$ cat config.mk
export PLATFORM = sky130hd
export DESIGN_NAME = dst_switch
export DESIGN_NICKNAME = d
export VERILOG_FILES = /design/src/core/dst_table_fix.v /design/src/core/dst_table.v /design/src/core/dst_switch.v
export VERILOG_INCLUDE_DIRS = /design/src /design/src/core
export SDC_FILE = /design/constraint.sdc
export NUM_CORES = 2
export LEC_CHECK = 0
export ABC_CLOCK_PERIOD_IN_PS = 9000
export BUFFER_PORTS_ARGS = -buffer_cell sky130_fd_sc_hd__buf_2
export CAP_MARGIN = 5
export CORE_ASPECT_RATIO = 0.75
export CORE_MARGIN = 4
export CORE_UTILIZATION = 40
export DETAILED_ROUTE_END_ITERATION = 8
export GPL_TIMING_DRIVEN = 0
export PLACE_DENSITY = 0.68
export SLEW_MARGIN = 20
export SYNTH_ARGS = -nofsm -noshare
export SYNTH_HDL_FRONTEND = slang
export SYNTH_SLANG_ARGS = --single-unit
$ cat constraint.sdc
create_clock -name clk_i -period 9 [get_ports clk_i]
set_clock_uncertainty 0.1 [all_clocks]
set_input_delay 0.9 -clock clk_i [delete_from_list [all_inputs] [get_ports clk_i]]
set_output_delay 0.9 -clock clk_i [all_outputs]
set_load 0.1 [all_outputs]
$ cat src/core/dst_regs.vh
/*
 * register map, field positions, reset values and field widths of the
 * direct switching table block.
 * assumes byte addresses on a 32-bit avalon-mm slave, one word per register.
 */
`ifndef DST_REGS_VH
`define DST_REGS_VH

// register byte offsets
`define DST_REG_CTRL 5'h00
`define DST_REG_OWN_SID 5'h04
`define DST_REG_MAX_MSDU 5'h08
`define DST_REG_STATUS 5'h0C
`define DST_REG_HITS 5'h10
`define DST_REG_ADD_FAIL 5'h14

// control register bits
`define DST_CTRL_AGG_EN 0
`define DST_CTRL_UP_CAP 1
`define DST_CTRL_BASE 2
`define DST_CTRL_CLEAR 3
`define DST_CTRL_DIRECT_EN 4

// reset values
`define DST_CTRL_RST 32'h0000_0011
`define DST_OWN_SID_RST 8'h00
`define DST_MAX_MSDU_RST 16'h0100

// status register fields
`define DST_STAT_FULL 8

// control packet field values
`define DST_CONNECTION_TYPE_DIRECTED 4'h1
`define DST_DIR_UP 1'b0
`define DST_DIR_DOWN 1'b1

// field widths
`define DST_SID_W 8
`define DST_LOCAL_NODE_IDENTIFIER_W 14
`define DST_LOCAL_CHANNEL_IDENTIFIER_W 9
`define DST_LEN_W 16

`endif

$ cat src/core/dst_table_fix.v
/*
 * holds no logic: the table storage lives in dst_table.v.
 * assumes nothing of its surroundings.
 */

$ cat src/core/dst_table.v
/*
 * direct switching table storage: flip-flop entries, one uplink key and one
 * downlink part per entry, with add, remove, clear and a lookup port.
 * assumes add and remove never come in the same cycle (caller decides).
 */
`timescale 1ns/1ps
`include "dst_regs.vh"

module dst_table #(
	parameter ENTRIES = 8,
	parameter IW = 4,
	parameter KW = 31,
	parameter DW = 32
) (
	input wire clk_i,
	input wire reset_n_i,
	input wire clear_i,
	input wire add_i,
	input wire del_i,
	input wire [KW-1:0] upd_key_i,
	input wire [DW-1:0] upd_down_i,
	input wire [KW-1:0] look_key_i,
	output reg look_hit_o,
	output reg [DW-1:0] look_down_o,
	output reg add_fail_o,
	output reg [IW-1:0] count_o
);
	reg [ENTRIES-1:0] used_q;
	reg [KW-1:0] key_q [0:ENTRIES-1];
	reg [DW-1:0] down_q [0:ENTRIES-1];
	wire [ENTRIES-1:0] up_match;
	wire [ENTRIES-1:0] full_match;
	wire [ENTRIES-1:0] look_match;
	reg [IW-1:0] free_idx;
	reg free_ok;
	reg [IW-1:0] dup_idx;
	reg dup_ok;
	reg [IW-1:0] count_d;
	integer i;

	genvar g;
	generate
		for (g = 0; g < ENTRIES; g = g + 1) begin : g_ent
			assign up_match[g] = used_q[g] && key_q[g] == upd_key_i;
			// removal must match key and downlink part alike
			assign full_match[g] = up_match[g] && down_q[g] == upd_down_i;
			assign look_match[g] = used_q[g] && key_q[g] == look_key_i;
			always @(posedge clk_i) begin
				if (!reset_n_i || clear_i) begin
					used_q[g] <= 1'b0;
					key_q[g] <= {KW{1'b0}};
					down_q[g] <= {DW{1'b0}};
				end else if (add_i && ((dup_ok && dup_idx == g) ||
						(!dup_ok && free_ok && free_idx == g))) begin
					used_q[g] <= 1'b1;
					key_q[g] <= upd_key_i;
					down_q[g] <= upd_down_i;
				end else if (del_i && full_match[g]) begin
					used_q[g] <= 1'b0;
				end
			end
		end
	endgenerate

	always @* begin
		free_idx = {IW{1'b0}};
		free_ok = 1'b0;
		dup_idx = {IW{1'b0}};
		dup_ok = 1'b0;
		look_hit_o = 1'b0;
		look_down_o = {DW{1'b0}};
		count_d = {IW{1'b0}};
		for (i = ENTRIES - 1; i >= 0; i = i - 1) begin
			count_d = count_d + {{(IW-1){1'b0}}, used_q[i]};
			if (!used_q[i]) begin
				free_idx = i[IW-1:0];
				free_ok = 1'b1;
			end
			if (up_match[i]) begin
				dup_idx = i[IW-1:0];
				dup_ok = 1'b1;
			end
			if (look_match[i]) begin
				look_hit_o = 1'b1;
				look_down_o = down_q[i];
			end
		end
	end

	// count follows the committed entry flags, one cycle behind
	always @(posedge clk_i) begin
		if (!reset_n_i) begin
			count_o <= {IW{1'b0}};
			add_fail_o <= 1'b0;
		end else begin
			count_o <= count_d;
			add_fail_o <= add_i && !clear_i && !dup_ok && !free_ok;
		end
	end
endmodule

$ cat src/core/dst_switch.v
/*
 * direct switching block of a power-line mac switch node: snoops control
 * packets to keep the direct table, rewrites uplink frames that hit it into
 * downlink frames, decides on packet aggregation, and in base mode holds the
 * accepting connection request until the target has accepted.
 * assumes all frame and control inputs come from logic on clk_i; frames
 * already carry the normal switching verdict in in_qualifies_i.
 */
// The address map and the Avalon-MM register port are this design's own decisions.
`timescale 1ns/1ps
`include "dst_regs.vh"

// Notes on behaviour
// - add an entry on a directed downlink connection request aimed at us
// - entry key is packet switch, node, channel; downlink part from request
// - remove the entry on a directed downlink close aimed at us
// - removal finds the entry by the same key and downlink fields
// - a hit rewrites switch, node, channel and no-aggregation flag
// - a rewritten frame leaves as a downlink frame, direction bit one
// - each entry holds origin and destination connection identifiers
// - only connections switched locally by this switch enter the table
// - each entry stores the destination no-aggregation value
// - base sends accepting request to initiator only after target is set
// - aggregation is optional and can be switched off entirely
// - base fills downlink no-aggregation flag from reported path capability
// - last switch never aggregates for an incapable destination
// - no aggregation toward a next switch known to be incapable
// - an aggregated msdu never exceeds the most robust burst capacity
// - only uplink frames meeting normal switching are direct candidates
module dst_switch #(
	parameter ENTRIES = 8,
	parameter IW = 4
) (
	input wire clk_i,
	input wire reset_n_i,
	input wire [4:0] avs_address_i,
	input wire avs_read_i,
	input wire avs_write_i,
	input wire [31:0] avs_writedata_i,
	input wire [3:0] avs_byteenable_i,
	output reg [31:0] avs_readdata_o,
	output reg avs_waitrequest_o,
	input wire ctl_valid_i,
	input wire ctl_direction_bit_i,
	input wire [3:0] ctl_connection_type_i,
	input wire ctl_close_flag_i,
	input wire ctl_direct_flag_i,
	input wire [`DST_SID_W-1:0] ctl_direct_switch_identifier_i,
	input wire [`DST_SID_W-1:0] ctl_packet_switch_identifier_i,
	input wire [`DST_LOCAL_NODE_IDENTIFIER_W-1:0] ctl_packet_node_identifier_i,
	input wire [`DST_LOCAL_CHANNEL_IDENTIFIER_W-1:0] ctl_connection_channel_identifier_i,
	input wire [`DST_SID_W-1:0] ctl_destination_switch_identifier_i,
	input wire [`DST_LOCAL_NODE_IDENTIFIER_W-1:0] ctl_destination_node_identifier_i,
	input wire [`DST_LOCAL_CHANNEL_IDENTIFIER_W-1:0] ctl_destination_channel_identifier_i,
	input wire ctl_destination_no_aggregation_i,
	input wire init_request_i,
	input wire target_accept_i,
	output reg send_accept_o,
	input wire in_valid_i,
	output reg in_ready_o,
	input wire in_qualifies_i,
	input wire in_direction_bit_i,
	input wire [`DST_SID_W-1:0] in_switch_identifier_i,
	input wire [`DST_LOCAL_NODE_IDENTIFIER_W-1:0] in_node_identifier_i,
	input wire [`DST_LOCAL_CHANNEL_IDENTIFIER_W-1:0] in_channel_identifier_i,
	input wire in_no_aggregation_flag_i,
	input wire in_next_capable_i,
	input wire in_dest_path_capable_i,
	input wire [`DST_LEN_W-1:0] in_length_i,
	output reg out_valid_o,
	input wire out_ready_i,
	output reg out_forward_o,
	output reg out_direct_o,
	output reg out_direction_bit_o,
	output reg [`DST_SID_W-1:0] out_switch_identifier_o,
	output reg [`DST_LOCAL_NODE_IDENTIFIER_W-1:0] out_node_identifier_o,
	output reg [`DST_LOCAL_CHANNEL_IDENTIFIER_W-1:0] out_channel_identifier_o,
	output reg out_no_aggregation_flag_o,
	output reg out_aggregate_o,
	output reg [`DST_LEN_W-1:0] out_length_o
);
	localparam KW = `DST_SID_W + `DST_LOCAL_NODE_IDENTIFIER_W + `DST_LOCAL_CHANNEL_IDENTIFIER_W;
	localparam DW = KW + 1;
	localparam ST_IDLE = 1'b0;
	localparam ST_WAIT_TGT = 1'b1;

	reg [31:0] ctrl_q;
	reg [`DST_SID_W-1:0] own_sid_q;
	reg [`DST_LEN_W-1:0] max_msdu_q;
	reg [15:0] hits_q;
	reg [15:0] add_fail_cnt_q;
	reg [`DST_LEN_W:0] agg_used_q;
	reg setup_state_q;
	reg clear_q;
	reg [31:0] wmask;
	reg [31:0] rdata_d;
	reg agg_ok;
	reg [`DST_LEN_W:0] agg_sum;
	wire bus_req;
	wire bus_commit_wr;
	wire directed;
	wire for_us;
	wire tbl_add;
	wire tbl_del;
	wire [KW-1:0] upd_key;
	wire [DW-1:0] upd_down;
	wire [KW-1:0] look_key;
	wire look_hit;
	wire [DW-1:0] look_down;
	wire add_fail;
	wire [IW-1:0] count;
	wire accept;
	wire direct_hit;
	wire [`DST_SID_W-1:0] nx_sid;
	wire nx_nad;
	wire nx_dir;

	// bus: request seen with waitrequest high, answered one cycle later
	assign bus_req = (avs_read_i || avs_write_i) && avs_waitrequest_o;
	assign bus_commit_wr = avs_write_i && !avs_waitrequest_o;

	always @* begin
		wmask = {{8{avs_byteenable_i[3]}}, {8{avs_byteenable_i[2]}},
			{8{avs_byteenable_i[1]}}, {8{avs_byteenable_i[0]}}};
		rdata_d = 32'h0000_0000;
		if (avs_address_i == `DST_REG_CTRL) begin
			rdata_d = ctrl_q;
		end else if (avs_address_i == `DST_REG_OWN_SID) begin
			rdata_d[`DST_SID_W-1:0] = own_sid_q;
		end else if (avs_address_i == `DST_REG_MAX_MSDU) begin
			rdata_d[`DST_LEN_W-1:0] = max_msdu_q;
		end else if (avs_address_i == `DST_REG_STATUS) begin
			rdata_d[IW-1:0] = count;
			rdata_d[`DST_STAT_FULL] = count == ENTRIES[IW-1:0];
		end else if (avs_address_i == `DST_REG_HITS) begin
			rdata_d[15:0] = hits_q;
		end else if (avs_address_i == `DST_REG_ADD_FAIL) begin
			rdata_d[15:0] = add_fail_cnt_q;
		end
	end

	always @(posedge clk_i) begin
		if (!reset_n_i) begin
			avs_waitrequest_o <= 1'b1;
			avs_readdata_o <= 32'h0000_0000;
			ctrl_q <= `DST_CTRL_RST;
			own_sid_q <= `DST_OWN_SID_RST;
			max_msdu_q <= `DST_MAX_MSDU_RST;
			clear_q <= 1'b0;
		end else begin
			avs_waitrequest_o <= !bus_req;
			clear_q <= 1'b0;
			if (bus_req && avs_read_i) begin
				avs_readdata_o <= rdata_d;
			end
			if (bus_commit_wr) begin
				if (avs_address_i == `DST_REG_CTRL) begin
					// reserved bits stay zero so they read back as zero
					ctrl_q <= ((ctrl_q & ~wmask) | (avs_writedata_i & wmask)) &
						32'h0000_001F;
					ctrl_q[`DST_CTRL_CLEAR] <= 1'b0;
					clear_q <= avs_writedata_i[`DST_CTRL_CLEAR] &&
						avs_byteenable_i[0];
				end else if (avs_address_i == `DST_REG_OWN_SID) begin
					own_sid_q <= (own_sid_q & ~wmask[`DST_SID_W-1:0]) |
						(avs_writedata_i[`DST_SID_W-1:0] &
						wmask[`DST_SID_W-1:0]);
				end else if (avs_address_i == `DST_REG_MAX_MSDU) begin
					max_msdu_q <= (max_msdu_q & ~wmask[`DST_LEN_W-1:0]) |
						(avs_writedata_i[`DST_LEN_W-1:0] &
						wmask[`DST_LEN_W-1:0]);
				end
			end
		end
	end

	// control packet snoop; only packets naming us as direct switch count
	assign directed = ctl_valid_i && ctl_direction_bit_i == `DST_DIR_DOWN &&
		ctl_connection_type_i == `DST_CONNECTION_TYPE_DIRECTED && ctl_direct_flag_i;
	assign for_us = directed && ctl_direct_switch_identifier_i == own_sid_q;
	assign tbl_add = for_us && !ctl_close_flag_i;
	assign tbl_del = for_us && ctl_close_flag_i;
	assign upd_key = {ctl_packet_switch_identifier_i,
		ctl_packet_node_identifier_i,
		ctl_connection_channel_identifier_i};
	assign upd_down = {ctl_destination_switch_identifier_i,
		ctl_destination_node_identifier_i,
		ctl_destination_channel_identifier_i,
		ctl_destination_no_aggregation_i};
	assign look_key = {in_switch_identifier_i, in_node_identifier_i,
		in_channel_identifier_i};

	dst_table #(
		.ENTRIES(ENTRIES),
		.IW(IW),
		.KW(KW),
		.DW(DW)
	) u_table (
		.clk_i(clk_i),
		.reset_n_i(reset_n_i),
		.clear_i(clear_q),
		.add_i(tbl_add),
		.del_i(tbl_del),
		.upd_key_i(upd_key),
		.upd_down_i(upd_down),
		.look_key_i(look_key),
		.look_hit_o(look_hit),
		.look_down_o(look_down),
		.add_fail_o(add_fail),
		.count_o(count)
	);

	// frame path: one slot, so a frame and its verdict leave together
	assign accept = in_valid_i && in_ready_o;
	assign direct_hit = ctrl_q[`DST_CTRL_DIRECT_EN] && in_qualifies_i &&
		in_direction_bit_i == `DST_DIR_UP && look_hit;
	assign nx_sid = direct_hit ? look_down[DW-1:DW-`DST_SID_W] :
		in_switch_identifier_i;
	assign nx_dir = direct_hit ? `DST_DIR_DOWN : in_direction_bit_i;
	// base originates downlink data and fills the flag from the path
	assign nx_nad = direct_hit ? look_down[0] :
		(ctrl_q[`DST_CTRL_BASE] && in_direction_bit_i == `DST_DIR_DOWN) ?
		!in_dest_path_capable_i : in_no_aggregation_flag_i;

	always @* begin
		agg_ok = 1'b0;
		if (ctrl_q[`DST_CTRL_AGG_EN]) begin
			if (nx_dir == `DST_DIR_UP) begin
				agg_ok = ctrl_q[`DST_CTRL_UP_CAP];
			end else if (nx_sid == own_sid_q) begin
				agg_ok = !nx_nad;
			end else begin
				agg_ok = in_next_capable_i;
			end
		end
		agg_sum = agg_used_q + {1'b0, in_length_i};
		// a frame alone above the limit cannot join any aggregate
		if (agg_sum > {1'b0, max_msdu_q} || in_length_i > max_msdu_q) begin
			agg_ok = 1'b0;
		end
	end

	always @(posedge clk_i) begin
		if (!reset_n_i) begin
			in_ready_o <= 1'b1;
			out_valid_o <= 1'b0;
			out_forward_o <= 1'b0;
			out_direct_o <= 1'b0;
			out_direction_bit_o <= 1'b0;
			out_switch_identifier_o <= {`DST_SID_W{1'b0}};
			out_node_identifier_o <= {`DST_LOCAL_NODE_IDENTIFIER_W{1'b0}};
			out_channel_identifier_o <= {`DST_LOCAL_CHANNEL_IDENTIFIER_W{1'b0}};
			out_no_aggregation_flag_o <= 1'b0;
			out_aggregate_o <= 1'b0;
			out_length_o <= {`DST_LEN_W{1'b0}};
			agg_used_q <= {(`DST_LEN_W+1){1'b0}};
			hits_q <= 16'h0000;
			add_fail_cnt_q <= 16'h0000;
		end else begin
			if (add_fail && add_fail_cnt_q != 16'hFFFF) begin
				add_fail_cnt_q <= add_fail_cnt_q + 16'h0001;
			end
			if (accept) begin
				in_ready_o <= 1'b0;
				out_valid_o <= 1'b1;
				out_forward_o <= in_qualifies_i;
				out_direct_o <= direct_hit;
				out_direction_bit_o <= nx_dir;
				out_switch_identifier_o <= nx_sid;
				out_node_identifier_o <= direct_hit ?
					look_down[DW-`DST_SID_W-1:`DST_LOCAL_CHANNEL_IDENTIFIER_W+1] :
					in_node_identifier_i;
				out_channel_identifier_o <= direct_hit ?
					look_down[`DST_LOCAL_CHANNEL_IDENTIFIER_W:1] : in_channel_identifier_i;
				out_no_aggregation_flag_o <= nx_nad;
				out_aggregate_o <= agg_ok && agg_used_q != 0;
				out_length_o <= in_length_i;
				// a frame kept out of aggregation closes the running msdu
				agg_used_q <= agg_ok ? agg_sum : {(`DST_LEN_W+1){1'b0}};
				if (direct_hit && hits_q != 16'hFFFF) begin
					hits_q <= hits_q + 16'h0001;
				end
			end else if (out_valid_o && out_ready_i) begin
				out_valid_o <= 1'b0;
				in_ready_o <= 1'b1;
			end
		end
	end

	// base mode: hold the initiator's accept until the target has accepted
	always @(posedge clk_i) begin
		if (!reset_n_i) begin
			setup_state_q <= ST_IDLE;
			send_accept_o <= 1'b0;
		end else begin
			send_accept_o <= 1'b0;
			case (setup_state_q)
				ST_IDLE: begin
					if (ctrl_q[`DST_CTRL_BASE] && init_request_i) begin
						setup_state_q <= ST_WAIT_TGT;
					end
				end
				default: begin
					if (!ctrl_q[`DST_CTRL_BASE]) begin
						setup_state_q <= ST_IDLE;
					end else if (target_accept_i) begin
						send_accept_o <= 1'b1;
						setup_state_q <= ST_IDLE;
					end
				end
			endcase
		end
	end
endmodule

==> impl_metrics.csv <==
group,metric,value,unit
worst_hold_path,min_to,"setup_state_q$_SDFF_PN0_",
cts,cts_inserted_buffers,72,
cts,post_cts_resize_count,0,
layout,final_nets,4345,
critical_path,crit_path_max_fanout,10,
critical_path,path_common_cell,"clkbuf_1",
layout,area_growth,13.0,%
layout,fill_cells,9320,
timing,max_slew_margin,0.135,
floorplan,io_pins,268,
synthesis,ys_seq_area_frac,0.462,
cts,cts-root-buf,"clkbuf_16",
layout,design_area,0.0450,sq mm
cts,ctsHoldBuffers,0,
timing,finalCritPeriodShare,0.705,
grt,grt_pass1_vias,30500,
detailed_routing,wl_per_cell,30.1,um
synthesis,yosysTopAreaCellShare,0.380,
layout,postLayoutCoreUtil,0.459,
detailed_routing,vias_per_cell,6.06,
pwr,p_per_area,173,mW/mm^2
detailed_routing,firstDrtPassIters,6,
critical_path,rr_startpoint,"agg_used_q[0]$_SDFFE_PN0P_",
timing,fin_tns_setup,0,ps
cts,cts_tree,"done",
floorplan,start_util,0.406,
synthesis,ys_warn_count,0,
pwr,vdd_drop_max,0.122,mV
synthesis,synthCells,3863,
timing,fin_crit,6350,ps
worst_hold_path,hp-start,"target_accept_i",
timing,hold_viol_final,0,
synthesis,synth.ff_latch_count,668,
pwr,leakagePower,16.2,nW
detailed_routing,vias,33300,
synthesis,ys_types,89,
cts,clkTransAtPathRegs,60,ps
worst_hold_path,hold_depth,2,
layout,layout-drive-gt1-share,0.0929,
cts,cts_setup_buffers,0,
timing,finalSetupViolCount,0,
floorplan,rows,99,
synthesis,synthArstFlopShare,0,
critical_path,cp_top_family,"simple AND/OR/NAND/NOR gates",
synthesis,synth_top_cells_by_count,"546 x and2_1, 527 x xnor2_1, 504 x edfxtp_1",
grt,overflow,0,
critical_path,cpPeakStageDelay,1040,ps
grt,grt_first_pass_wirelength,226000,um
cts,cts.sinks,668,
place,port_buffers,144,
timing,rsz0062_at_grt,"no",
synthesis,syn_area,0.0398,sq mm
synthesis,synth_area_leader_cell,"edfxtp_1",
critical_path,reg2reg_depth,23,
synthesis,synth-edff-count,504,
critical_path,crit_buf_inv,3,
detailed_routing,route.detailed.drc,0,
critical_path,crit_path_end_kind,"register",
timing,worst_pin_slew,1290,ps
grt,grt_usage,0.305,
critical_path,critPathRequiredTime,9450,ps
floorplan,die_x,372,um
cts,clock_latency,690,ps
place,dp_hpwl,123000,um
worst_hold_path,hold_path.class,"in2reg",
floorplan,core_area,0.0980,sq mm
timing,maxSlewViolCount,0,
critical_path,crit_slowest_cell,"nor2_1",
critical_path,path_cells,"clkbuf_1 -> clkbuf_1 -> xnor2_1 -> nand4_1 -> nor4_1 -> nand2_1 -> nand4_1 -> nor3_1 -> nand3_1 -> o22ai_1 -> nand2_1 -> nor2_1 -> clkbuf_1 -> and2_1",
synthesis,yosysMostFrequentCell,"and2_1",
detailed_routing,first_iter_violations,5591,
critical_path,reg2reg_setup_slack,3390,ps
job,drv_cap,0,
grt,grt_max_degree,52,
synthesis,synth_area_leaders,"edfxtp_1 38%, xnor2_1 12%, and2_1 8.6%",
floorplan,die_area,0.105,sq mm
critical_path,r2r-end,"out_aggregate_o$_SDFFE_PN0P_",
critical_path,start_kind,"input pin",
grt,antenna_found_initial,18,
layout,multiInputGateArea,0.0200,sq mm
place,routabilityCongestion,0.988,
synthesis,syn_avg_cell_area,10.3,sq um
timing,max_freq,158,MHz
place,post_dp_cell_area,0.0425,sq mm
floorplan,die_h,281,um
detailed_routing,routed_wl,165000,um
cts,clockBufferDepth,3,
critical_path,critPathKind,"in2reg",
critical_path,worst_ep_arrival_time,6790,ps
cts,h-tree-depth,3,
layout,ff_latch_area,0.0184,sq mm
synthesis,synth-main-ff-cell,"edfxtp_1",
detailed_routing,antenna_left,0,
outcome,outcome,"finished, final reports clean",
==> layout make-up <==
| type | count | share of cell area |
|---|---|---|
| Antenna cell | 11 | 0.000612 |
| Multi-Input combinational cell | 2834 | 0.444 |
| Sequential cell | 668 | 0.409 |
| Clock inverter | 42 | 0.0107 |
| Buffer | 327 | 0.0311 |
| Tap cell | 1313 | 0.0365 |
| Timing Repair Buffer | 154 | 0.0203 |
| Inverter | 49 | 0.00409 |
| Clock buffer | 91 | 0.0434 |
==> report_power, final <==
part           internal (mW)  switching (mW)  leakage [nW]  total [mW]
sequential              3.41          0.0957          6.44        3.51
clock                   1.79            1.41          1.19        3.20
combinational          0.291           0.789          8.51        1.08
total                   5.50            2.29          16.2        7.79
==> worst max-delay path by stage <==
| stage | from | slack (ps) | endpoint | cells after the start |
|---|---|---|---|---|
| floorplan | in_length_i[0] | 3920 | out_aggregate_o$_SDFFE_PN0P_ | 23 |
| global placement | ctl_packet_switch_identifier_i[3] | 1250 | u_table.down_q[1][73]$_SDFFCE_PN0P_ | 12 |
| detailed placement | ctl_packet_switch_identifier_i[7] | 2430 | u_table.key_q[7][28]$_SDFFCE_PN0P_ | 14 |
| CTS | ctl_packet_switch_identifier_i[7] | 3130 | u_table.key_q[7][21]$_SDFFCE_PN0P_ | 14 |
| global route | ctl_packet_switch_identifier_i[7] | 2780 | u_table.key_q[7][28]$_SDFFCE_PN0P_ | 14 |
| finish | ctl_packet_switch_identifier_i[7] | 2650 | u_table.key_q[7][21]$_SDFFCE_PN0P_ | 14 |
==> layout by cell type (no fill, tap or decap), types with 11 or more instances in the layout <==
cell,count
a21boi_0,28
a21oi_1,105
a221oi_1,15
a311oi_1,24
a31oi_1,33
and2_1,546
and3_1,16
buf_1,13
buf_2,169
buf_4,28
clkbuf_1,263
clkbuf_16,73
clkinv_2,15
conb_1,16
dfxtp_1,164
diode_2,11
edfxtp_1,504
ha_1,54
inv_1,49
mux2i_1,61
nand2_1,216
nand2b_1,16
nand3_1,71
nand4_1,220
nor2_1,106
nor2b_1,50
nor3_1,24
nor4_1,99
nor4_2,11
o211a_1,13
o211ai_1,50
o21ai_0,53
or3_1,33
xnor2_1,527
xor2_1,271
==> state kept, by name, indices dropped and copies added (netlist names), named ones only <==
| signal | count |
|---|---|
| in_ready_o | 1 |
| out_switch_identifier_o | 8 |
| out_direct_o | 1 |
| avs_waitrequest_o | 1 |
| u_table.add_fail_o | 1 |
| u_table.key_q | 248 |
| u_table.down_q | 256 |
| clear_q | 1 |
| agg_used_q | 17 |
| add_fail_cnt_q | 16 |
| setup_state_q | 1 |
| out_direction_bit_o | 1 |
| out_valid_o | 1 |
| out_no_aggregation_flag_o | 1 |
| out_aggregate_o | 1 |
| u_table.used_q | 8 |
| send_accept_o | 1 |
| hits_q | 16 |
| u_table.count_o | 4 |
| out_node_identifier_o | 14 |
| out_length_o | 16 |
| avs_readdata_o | 16 |
| out_channel_identifier_o | 9 |
| out_forward_o | 1 |
==> cell families (layout without fill, tap and decap cells) <==
logic type | after synthesis | after routing | synth area share
and+or+nand+nor | 1461 | 1461 | 0.210
AOI/OAI and AO/OA | 437 | 437 | 0.0774
buffers and inverters | 376 | 663 | 0.0395
xor gates and xnor gates | 798 | 798 | 0.175
other | 1 | 27 | 0.0000942
DFF | 668 | 668 | 0.462
adders and majority gates | 59 | 59 | 0.0195
muxes | 63 | 63 | 0.0159
==> metrics by stage <==
stage | hold slack (ps) | cells | total power [mW] | worst slack [ps]
after CTS | 332 | 5478 | 7.74 | 3130
after global routing | 350 | 5482 | 7.93 | 2780
final | 360 | 5489 | 7.79 | 2650
after floorplan | 322 | 3878 | 4.23 | 3920
after global placement | 334 | 5335 | 4.60 | 1250
after detailed placement | 345 | 5345 | 4.61 | 2430
==> layer usage <==
layer	routed length (um)	GRT usage
met1	67500	0.438
met2	64500	0.417
met3	25500	0.104
met4	7510	0.119
met5	24	0
==> worst register-to-register path: stages, from the launching register on <==
cell      delay [ps]
dfxtp_1          330
ha_1             220
fa_1             410
a21oi_1          150
nor2_1            50
nor2_1           150
o21bai_1         100
a21oi_1          240
o21bai_1         100
a21oi_1          250
o21ai_0          180
o41ai_1          590
o21ai_0          290
a211oi_1         340
ha_1             320
o21a_1           170
o21ai_0          140
a31oi_1           50
nor2_1           110
o211a_1          150
clkbuf_1         310
clkbuf_1         460
nand3_1          190
o21ai_2          140
Note: power is estimated with default switching activity, not from simulation.
